[config.mk]
export PLATFORM = sky130hd
export DESIGN_NAME = pcf_clock_fanout
export DESIGN_NICKNAME = d
export VERILOG_FILES = /design/src/rtl/pcf_pkg.sv /design/src/rtl/pcf_clock_fanout.sv /design/src/rtl/pcf_lock_timer.sv
export SDC_FILE = /design/constraint.sdc
export NUM_CORES = 1
export LEC_CHECK = 0
export BUFFER_PORTS_ARGS = -buffer_cell sky130_fd_sc_hd__buf_4
export CAP_MARGIN = 40
export CORE_MARGIN = 5
export CORE_UTILIZATION = 36
export DETAILED_ROUTE_END_ITERATION = 10
export PLACE_DENSITY = 0.72
export REMOVE_ABC_BUFFERS = 1
export SLEW_MARGIN = 20
export SYNTH_ARGS = -nofsm -noshare
export SYNTH_HDL_FRONTEND = slang
export SYNTH_SLANG_ARGS = --single-unit
[constraint.sdc]
create_clock -name CORE_CLK -period 2.26 [get_ports CORE_CLK]
set_clock_uncertainty 0.05 [all_clocks]
set_input_delay 0.226 -clock CORE_CLK [delete_from_list [all_inputs] [get_ports CORE_CLK]]
set_output_delay 0.226 -clock CORE_CLK [all_outputs]
set_load 0.02 [all_outputs]
[src/rtl/pcf_pkg.sv]
// shared constants and types of the clock fanout control block
package pcf_pkg;

    // register map (byte addresses on a 32-bit Avalon-MM slave)
    localparam int unsigned ADDR_W         = 4;
    localparam logic [3:0]  CTRL_ADDR      = 4'h0;
    localparam logic [3:0]  STATUS_ADDR    = 4'h4;

    // control register fields
    localparam int unsigned CTRL_SEL_LOW   = 0;
    localparam int unsigned CTRL_SEL_HIGH  = 1;
    localparam int unsigned CTRL_OE_N      = 2;
    localparam int unsigned CTRL_TEST      = 3;
    localparam int unsigned CTRL_CLEAR     = 4;
    localparam logic [4:0]  CTRL_RESET     = 5'h04;

    // status register fields
    localparam int unsigned STAT_LOCKED    = 0;
    localparam int unsigned STAT_PHASE_OK  = 1;
    localparam int unsigned STAT_TEST      = 2;
    localparam int unsigned STAT_OUT_OFF   = 3;

    // banks and outputs
    localparam int unsigned NUM_BANKS      = 4;
    localparam int unsigned BANK_OUTS      = 3;

    // stabilization interval after a restart event
    localparam int unsigned CORE_CLK_MHZ   = 100;
    localparam int unsigned STAB_TIME_US   = 50;
    localparam int unsigned STAB_MAX_CYC   = STAB_TIME_US * CORE_CLK_MHZ;
    localparam int unsigned STAB_MIN_CYC   = STAB_TIME_US * CORE_CLK_MHZ;
    localparam int unsigned STAB_CNT_W     = 16;

    // divider states of the oscillator model; bit 0 is osc/2, bit 1 is osc/4
    localparam logic [1:0]  DIV_RESET      = 2'h0;

    typedef struct packed {
        logic clear;
        logic test_mode;
        logic oe_n;
        logic sel_high;
        logic sel_low;
    } pcf_ctrl_t;

    typedef enum logic [2:0] {
        PCF_BUS_IDLE = 3'b001,
        PCF_BUS_ACK  = 3'b010,
        PCF_BUS_DONE = 3'b100
    } pcf_bus_state_t;

endpackage

[src/rtl/pcf_clock_fanout.sv]
// clock fanout control: bank ratio, output enable, bypass, phase slip and lock
`timescale 1ns/1ps
module pcf_clock_fanout
    import pcf_pkg::*;
#(
    parameter int unsigned STAB_CYCLES = STAB_MIN_CYC
) (
    input  wire logic                 CORE_CLK,
    input  wire logic                 RST,
    input  wire logic [ADDR_W-1:0]    ADDRESS,
    input  wire logic                 READ,
    input  wire logic                 WRITE,
    input  wire logic [31:0]          WRITEDATA,
    output logic      [31:0]          READDATA,
    output logic                      WAITREQUEST,
    input  wire logic                 REFERENCE_CLOCK_INPUT,
    input  wire logic                 LOOP_FEEDBACK_INPUT,
    output logic      [BANK_OUTS-1:0] BANK_ONE_CLOCK_OUTPUTS,
    output logic      [BANK_OUTS-1:0] BANK_TWO_CLOCK_OUTPUTS,
    output logic      [BANK_OUTS-1:0] BANK_THREE_CLOCK_OUTPUTS,
    output logic      [BANK_OUTS-1:0] BANK_FOUR_CLOCK_OUTPUTS,
    output logic      [BANK_OUTS-1:0] BANK_ONE_OE_N,
    output logic      [BANK_OUTS-1:0] BANK_TWO_OE_N,
    output logic      [BANK_OUTS-1:0] BANK_THREE_OE_N,
    output logic      [BANK_OUTS-1:0] BANK_FOUR_OE_N
);

    // bank b (0..2) runs at the slow quarter rate when the select code exceeds it; bank 3 never does
    function automatic logic bank_slow(input logic [1:0] code, input int unsigned b);
        logic slow;
        slow = 1'b0;
        if (b < NUM_BANKS - 1) begin
            slow = (32'(code) > b);
        end
        return slow;
    endfunction

    // ---------------- register bus ----------------
    pcf_bus_state_t  bus_state;
    pcf_bus_state_t  next_bus_state;
    pcf_ctrl_t       ctrl;
    pcf_ctrl_t       next_ctrl;
    logic [31:0]     next_readdata;
    logic            next_waitrequest;
    logic            locked;
    logic            phase_ok;

    always_comb begin
        next_bus_state   = bus_state;
        next_ctrl        = ctrl;
        next_readdata    = READDATA;
        next_waitrequest = 1'b1;
        case (bus_state)
            PCF_BUS_IDLE: begin
                if (READ || WRITE) begin
                    next_bus_state   = PCF_BUS_ACK;
                    next_waitrequest = 1'b0;
                    next_readdata    = '0;
                    if (ADDRESS == CTRL_ADDR) begin
                        next_readdata[4:0] = ctrl;
                    end else if (ADDRESS == STATUS_ADDR) begin
                        next_readdata[STAT_LOCKED]   = locked;
                        next_readdata[STAT_PHASE_OK] = phase_ok;
                        next_readdata[STAT_TEST]     = ctrl.test_mode;
                        next_readdata[STAT_OUT_OFF]  = ctrl.oe_n;
                    end
                end
            end
            PCF_BUS_ACK: begin
                // the master samples waitrequest low here; the write lands now
                if (WRITE && ADDRESS == CTRL_ADDR) begin
                    next_ctrl.sel_low   = WRITEDATA[CTRL_SEL_LOW];
                    next_ctrl.sel_high  = WRITEDATA[CTRL_SEL_HIGH];
                    next_ctrl.oe_n      = WRITEDATA[CTRL_OE_N];
                    next_ctrl.test_mode = WRITEDATA[CTRL_TEST];
                    // stored and read back only, it steers nothing
                    next_ctrl.clear     = WRITEDATA[CTRL_CLEAR];
                end
                next_bus_state = PCF_BUS_DONE;
            end
            PCF_BUS_DONE: begin
                next_bus_state = PCF_BUS_IDLE;
            end
            default: begin
                next_bus_state = PCF_BUS_IDLE;
            end
        endcase
    end

    always_ff @(posedge CORE_CLK) begin
        if (RST) begin
            bus_state   <= PCF_BUS_IDLE;
            ctrl        <= pcf_ctrl_t'(CTRL_RESET);
            READDATA    <= '0;
            WAITREQUEST <= 1'b1;
        end else begin
            bus_state   <= next_bus_state;
            ctrl        <= next_ctrl;
            READDATA    <= next_readdata;
            WAITREQUEST <= next_waitrequest;
        end
    end

    // ---------------- pin synchronisers ----------------
    logic [1:0] ref_sync;
    logic [1:0] fb_sync;
    logic       ref_prev;
    logic       fb_prev;

    always_ff @(posedge CORE_CLK) begin
        if (RST) begin
            ref_sync <= '0;
            fb_sync  <= '0;
            ref_prev <= 1'b0;
            fb_prev  <= 1'b0;
        end else begin
            ref_sync <= {ref_sync[0], REFERENCE_CLOCK_INPUT};
            fb_sync  <= {fb_sync[0], LOOP_FEEDBACK_INPUT};
            ref_prev <= ref_sync[1];
            fb_prev  <= fb_sync[1];
        end
    end

    logic ref_rise;
    logic fb_rise;
    logic loop_active;

    assign ref_rise    = ref_sync[1] && !ref_prev;
    assign fb_rise     = fb_sync[1] && !fb_prev;
    // with outputs floating the feedback path is open, so no correction is made
    assign loop_active = !ctrl.test_mode && !ctrl.oe_n;

    // ---------------- oscillator model and phase slip ----------------
    logic [1:0] div;
    logic [1:0] next_div;
    logic       slip;
    logic       next_phase_ok;
    logic       slip_wait;
    logic       next_slip_wait;

    // a reference edge without a feedback edge means the loop is off phase:
    // hold the divider one cycle so the feedback edge moves toward it
    assign slip = loop_active && ref_rise && !fb_rise && !slip_wait;

    // the feedback pipeline is as long as one reference period, so the next
    // reference edge still shows the old phase; judging it would slip forever
    always_comb begin
        next_div       = slip ? div : div + 2'h1;
        next_phase_ok  = phase_ok;
        next_slip_wait = slip_wait;
        if (!loop_active) begin
            next_phase_ok  = 1'b0;
            next_slip_wait = 1'b0;
        end else if (ref_rise) begin
            next_phase_ok  = fb_rise;
            next_slip_wait = slip;
        end
    end

    always_ff @(posedge CORE_CLK) begin
        if (RST) begin
            div       <= DIV_RESET;
            phase_ok  <= 1'b0;
            slip_wait <= 1'b0;
        end else begin
            div       <= next_div;
            phase_ok  <= next_phase_ok;
            slip_wait <= next_slip_wait;
        end
    end

    // ---------------- restart detection and lock timer ----------------
    pcf_ctrl_t ctrl_prev;
    logic      seen_reset;
    logic      restart;
    logic      lock_done;

    always_ff @(posedge CORE_CLK) begin
        if (RST) begin
            ctrl_prev  <= pcf_ctrl_t'(CTRL_RESET);
            seen_reset <= 1'b1;
        end else begin
            ctrl_prev  <= ctrl;
            seen_reset <= 1'b0;
        end
    end

    // power-up, enable, select change and leaving bypass all restart the interval
    assign restart = seen_reset
                  || (ctrl_prev.oe_n && !ctrl.oe_n)
                  || (ctrl_prev.sel_low != ctrl.sel_low)
                  || (ctrl_prev.sel_high != ctrl.sel_high)
                  || (ctrl_prev.test_mode && !ctrl.test_mode);

    pcf_lock_timer #(
        .CYCLES (STAB_CYCLES)
    ) u_lock_timer (
        .clk     (CORE_CLK),
        .rst     (RST),
        .restart (restart),
        .done    (lock_done)
    );

    assign locked = lock_done && loop_active;

    // ---------------- output banks ----------------
    logic [NUM_BANKS*BANK_OUTS-1:0] next_outs;
    logic [NUM_BANKS*BANK_OUTS-1:0] next_oe_n;
    logic [NUM_BANKS*BANK_OUTS-1:0] outs;
    logic [NUM_BANKS*BANK_OUTS-1:0] oe_n_q;

    always_comb begin
        logic bit_val;
        bit_val   = 1'b0;
        next_outs = '0;
        next_oe_n = '1;
        for (int unsigned b = 0; b < NUM_BANKS; b++) begin
            if (ctrl.test_mode) begin
                bit_val = ref_sync[1];
            end else if (bank_slow({ctrl.sel_high, ctrl.sel_low}, b)) begin
                bit_val = div[1];
            end else begin
                bit_val = div[0];
            end
            for (int unsigned k = 0; k < BANK_OUTS; k++) begin
                next_outs[b*BANK_OUTS+k] = ctrl.oe_n ? 1'b0 : bit_val;
                next_oe_n[b*BANK_OUTS+k] = ctrl.oe_n;
            end
        end
    end

    always_ff @(posedge CORE_CLK) begin
        if (RST) begin
            outs   <= '0;
            oe_n_q <= '1;
        end else begin
            outs   <= next_outs;
            oe_n_q <= next_oe_n;
        end
    end

    assign BANK_ONE_CLOCK_OUTPUTS   = outs[0*BANK_OUTS +: BANK_OUTS];
    assign BANK_TWO_CLOCK_OUTPUTS   = outs[1*BANK_OUTS +: BANK_OUTS];
    assign BANK_THREE_CLOCK_OUTPUTS = outs[2*BANK_OUTS +: BANK_OUTS];
    assign BANK_FOUR_CLOCK_OUTPUTS  = outs[3*BANK_OUTS +: BANK_OUTS];
    assign BANK_ONE_OE_N            = oe_n_q[0*BANK_OUTS +: BANK_OUTS];
    assign BANK_TWO_OE_N            = oe_n_q[1*BANK_OUTS +: BANK_OUTS];
    assign BANK_THREE_OE_N          = oe_n_q[2*BANK_OUTS +: BANK_OUTS];
    assign BANK_FOUR_OE_N           = oe_n_q[3*BANK_OUTS +: BANK_OUTS];
endmodule

[src/rtl/pcf_lock_timer.sv]
// stabilization timer: holds not-locked for a fixed count after each restart
`timescale 1ns/1ps
module pcf_lock_timer
    import pcf_pkg::*;
#(
    parameter int unsigned CYCLES = STAB_MIN_CYC
) (
    input  wire logic clk,
    input  wire logic rst,
    input  wire logic restart,
    output logic      done
);

    logic [STAB_CNT_W-1:0] count;
    logic [STAB_CNT_W-1:0] next_count;
    logic                  next_done;

    localparam logic [STAB_CNT_W-1:0] LAST = STAB_CNT_W'(CYCLES - 1);

    always_comb begin
        next_count = count;
        next_done  = done;
        if (restart) begin
            next_count = '0;
            next_done  = 1'b0;
        end else if (!done) begin
            if (count == LAST) begin
                next_done = 1'b1;
            end else begin
                next_count = count + 1'b1;
            end
        end
    end

    always_ff @(posedge clk) begin
        if (rst) begin
            count <= '0;
            done  <= 1'b0;
        end else begin
            count <= next_count;
            done  <= next_done;
        end
    end

endmodule

---- Word level (Yosys, flattened, before mapping) ----
Index checks and enable logic that the tools add are counted.
storage, ports and cells
  register bits ........................... 57
  input port bits ......................... 42
  word-level logic and storage cells ...... 91
  output and inout bits ................... 57
cells by class
  equality and inequality tests ........... 7
  $add $sub $neg .......................... 2
  bitwise operators ....................... 4
  reduce and logical (&&, ||, !) cells .... 28
  mux-type cells .......................... 23
  $lt $le $gt $ge ......................... 3
operators with widths
  kind                                                                   number
  1-bit two-way mux                                                      19
  16-bit by 1-bit adder with 16-bit output (second input constant)       1
  16-bit by 13-bit == test with 1-bit output (second input constant)     1
  1-bit logical AND                                                      10
  4-bit two-way mux                                                      2
  1-bit logical NOT                                                      6
  3-bit one-hot mux with 2 select lines                                  1
  2-bit AND reduction                                                    3
  2-bit OR reduction                                                     3
  1-bit logical OR                                                       5
  4-bit by 3-bit == test with 1-bit output (second input constant)       1
  2-bit by 1-bit > comparator with 1-bit output (second input constant)  2
  4-bit logical NOT                                                      1
  1-bit NOT                                                              4
  3-bit by 1-bit == test with 1-bit output (second input constant)       1
  3-bit by 2-bit == test with 1-bit output (second input constant)       1
  3-bit two-way mux                                                      1
  2-bit by 1-bit adder with 2-bit output (second input constant)         1
  2-bit > comparator (second input constant)                             1
  1-bit inequality test                                                  2
  2-bit inequality test (second input constant)                          1

---- Logic depth before layout (Yosys ltp) ----
  word-level depth ........................ 7
  gate-level depth with buffers ........... 6
  gate-level depth less buffers ........... 5

---- By module ----
From an unflattened synthesis, not the netlist that was laid out.
unflattened totals
  cell total of the unflattened synthesis .. 270
  area total of the unflattened synthesis .. 2536.2 um^2
modules (own cells, without submodules)
  module            area an instance (um^2)  times used  sequential area each (um^2)  cells an instance
  pcf_clock_fanout  1622.8                   1           660.6                        177
  pcf_lock_timer    913.4                    1           340.3                        93

---- Worst setup path before layout ----
No wires, ideal clock.
  kind .................................... register -> register
  start point ............................. register u_lock_timer.count[5]
  end point ............................... register u_lock_timer.count[10]
  required time ........................... 2.085 ns
  clock period less this slack ............ 1.639 ns
  arrival time ............................ 1.464 ns
  cell stages (with the launch flop) ...... 5
  path buffers ............................ 0
  setup time .............................. 0.125 ns
  path slack .............................. 0.621 ns
  cell sequence ........................... dfxtp_1 or4b_4 nor4_4 or4_1 a21oi_1
on the way
  word-level cells in the longest chain between the ends .. 3
  elaborated cells on any way between the ends .. 4
  classes of those cells .................. add/sub (1); eq/ne (1); bitwise (1); reduce/logical (1)
RTL lines
  what                                                                              line                  source
  from (decl)                                                                       pcf_lock_timer.sv:14  logic [STAB_CNT_W-1:0] count;
  from (signal assigned)                                                            pcf_lock_timer.sv:40  count <= next_count;
  branches (longest 3 deep; another with 16-bit by 1-bit adder with 16-bit output)  n/a
Parallel ways; which one is timed is not known.
A chain may end at the register's enable or synchronous reset.

---- Worst setup path in the final report ----
  start point ............................. register u_lock_timer.count[5]
  end point ............................... register u_lock_timer.count[3]
on the way
  word-level cells in the longest chain between the ends .. 3
RTL lines
  what                                        line                  source
  16-bit by 13-bit == test with 1-bit output  pcf_lock_timer.sv:27  if (count == LAST) begin
  1-bit NOT (no line)                         n/a
  2-bit AND reduction (no line)               n/a
Every way passes these cells.

==> results.yml <==
outcome:
  status: "finished, final reports clean"
floorplanning:
  fp.dieH_um: 92.2
  ioPinCount: 99
  die_w_um: 92.2
  fp-row-count: 30
  coreArea_um2: 6680
  die_area_um2: 8490
  start_util_pct: 36.4
cells_and_area:
  instances_no_fill: 370
  layout_common_cells: "dfxtp_1, buf_4, conb_1"
  regArea_um2: 1000
  diodes: 0
  syn2layout_area_growth_pct: 10.8
  multi_input_area_um2: 1110
  fin_area_um2: 2690
  num-nets-final: 332
  drive_gt1_share_pct: 20.0
  num-fill-cells: 675
  final_common_cell: "dfxtp_1"
sta:
  tns_ns: 0
  tightest_slew_ns: 0.694
  max_freq_mhz: 565
  drv_slew: 0
  slew_headroom_pct: 53.5
  hold_violations: 0
  post-route-period-util_pct: 78.3
  rsz0062_at_grt: "no"
  post-route-min-period_ns: 1.77
  setup_viol: 0
placement:
  port-buffer-count: 44
  dpl.hpwl_um: 3240
  dp_cells: 362
  placedInstanceArea_um2: 2580
  gp_congestion: 0.778
critical_path:
  crit_slowest_cell: "or4b_4"
  crit_cells: 4
  path_buf_inv: 0
  criticalPathCategory: "flip-flop to flip-flop"
  cp.arrival_ns: 1.88
  crit_path_end_kind: "flip-flop"
  rr_endpoint: "u_lock_timer.count[3]"
  crit_required_ns: 2.37
  worstSetupEndpoint: "u_lock_timer.count[3]"
  r2r_setup_slack_ns: 0.49
  cp_max_fo: 7
  critPathLaunchType: "flip-flop"
  r2r-start: "u_lock_timer.count[5]"
  r2r_cells: 4
  max_stage_delay_ns: 0.55
  cpLargestDelayFamily: "simple AND/OR/NAND/NOR gates"
  crit_path_start: "u_lock_timer.count[5]"
  path_cells: "or4b_4 > nor4_4 > or4_1 > a21oi_1"
synth:
  seq_area_frac_synth_pct: 41.2
  avgSynthCellArea_um2: 9.10
  ys.flop_type: "dfxtp_1"
  async_reset_ff_share_pct: 0
  synth-seq-cells: 50
  synth.yosys.warnings: 0
  synthCells: 267
  syn_area_um2: 2430
  synth.distinct_cells: 38
  synth-edff-count: 0
drt:
  first_iter_violations: 59
  drt-vias-per-instance: 4.64
  wl_um: 4240
  dr.pass1.iters: 4
  antenna_left: 0
  drc: 0
  vias: 1718
  drt-wirelength-per-cell_um: 11.5
pwr:
  pwr-share-comb_pct: 7.6
  power.total_mw: 1.66
  clkPwrFrac_pct: 37.6
  intPower_mw: 1.27
  p_sw_uw: 392
  leakage_nw: 1.13
  power_density_nw_per_um2: 617
  ir_drop_mv: 0.373
  seq_power_share_pct: 54.8
  swShare_pct: 23.6
global_routing:
  grt_pass1_wl_um: 7200
  grt_pass1_vias: 1680
  gr-total-overflow: 0
  antenna_found_initial: 0
  grt_use_total_pct: 10.1
  grt_max_degree: 28
clocking:
  ctsResizeCount: 0
  h-tree-depth: 2
  postCtsHoldBufs: 0
  postCtsSetupBuffers: 0
  cts_made_buffers: 5
  clock_latency_ns: 0.30
  cts_tree: "yes"
  root_buffer: "clkbuf_8"
  path_clk_slew_ns: 0.09
  cts_sinks: 50
  clock_path_buffers: 2
run:
  max_cap_viol_count: 0
worst_hold_path:
  hold_class: "input port to flip-flop"
worst reg2reg max path, delay by kind of cell, from the launching register on:
family,cells,cell delay (ns)
AOI/OAI and AO/OA,1,0.06
DFF,1,0.35
and+or+nand+nor,3,1.17
cell type report:
class                           count  area share (%)
Sequential cell                    50            37.2
Tap cell                           80            3.72
Multi-Input combinational cell    180            41.3
Clock inverter                      3            1.63
Timing Repair Buffer               46            12.8
Clock buffer                        5            2.56
Inverter                            6           0.836
how the worst min path moves through the flow:
stage,slack [ns],end,startpoint,depth (start not counted)
4_1_cts,0.09,fb_sync[0],LOOP_FEEDBACK_INPUT,2
3_3_place_gp,0.37,ref_sync[1],ref_sync[0],1
2_1_floorplan,0.20,seen_reset,RST,0
5_1_grt,0.10,ctrl[1],WRITEDATA[1],3
3_5_place_dp,0.38,ref_sync[1],ref_sync[0],1
6_report,0.10,fb_sync[0],LOOP_FEEDBACK_INPUT,2
metal layers:
layer	up-vias	wire length (um)	global-route usage [%]	share of wire [%]
met3	2	201	3.04	4.7
met2	40	2260	19.6	53
met1	790	1770	10.8	42
met5	-	0	0	0
met4	0	7	1.98	0.17
li1	886	-	-	-
power groups by stage:
| stage | logic [mW] | clock network (mW) | registers (mW) |
|---|---|---|---|
| after floorplan | 0.0792 | 0 | 0.934 |
| after global placement | 0.124 | 0 | 0.932 |
| after detailed placement | 0.126 | 0 | 0.932 |
| after CTS | 0.126 | 0.651 | 0.912 |
| after global routing | 0.142 | 0.679 | 0.915 |
| final | 0.126 | 0.624 | 0.912 |
cell families after synthesis:
group	after synthesis	synth area share [%]
AO/OA/AOI/OAI	27	7.31
XOR/XNOR	11	3.96
adder cells (fa/ha/maj)	1	0.515
buffers and inverters	63	17.1
flip-flops	50	41.2
multiplexers	13	5.36
other	1	0.154
AND/OR/NAND/NOR	101	24.4
metrics by stage:
stage	setup slack, ns	hold WS (ns)	utilization [%]
after floorplan	-0.496	0.204	-
after global placement	0.526	0.367	38.6
after detailed placement	0.494	0.382	38.6
after CTS	0.469	0.0926	40.3
after global routing	0.264	0.101	40.3
final	0.491	0.102	40.3
synthesized netlist by cell type (3+ instances only):
cell type   n  area (um^2)
dfxtp_1    50         1000
a21oi_1    12         60.1
nand2b_1    3         18.8
nand3_1     9         45.0
xor2_1      7         61.3
nor4_1      3         18.8
o31ai_1     5         37.5
clkbuf_1    8         30.0
buf_4      47          353
nor2b_1    12         75.1
xnor2_1     4         35.0
nand4_1     6         37.5
nor2_1     25         93.8
mux2i_1    13          130
or4b_1      3         30.0
or4_1       5         37.5
or3_1       9         56.3
and3b_1     3         26.3
inv_1       6         22.5
nand2_1    10         37.5
o21ai_0     5         25.0
flip-flops by register name (all words and copies together) (netlist names), 2 cells and up:
name / flops
u_lock_timer.count: 16
ctrl_prev: 3
READDATA: 5
fb_sync: 2
div: 2
ctrl: 5
outs: 4
bus_state: 3
ref_sync: 2
(Power assumes the default switching activity.)
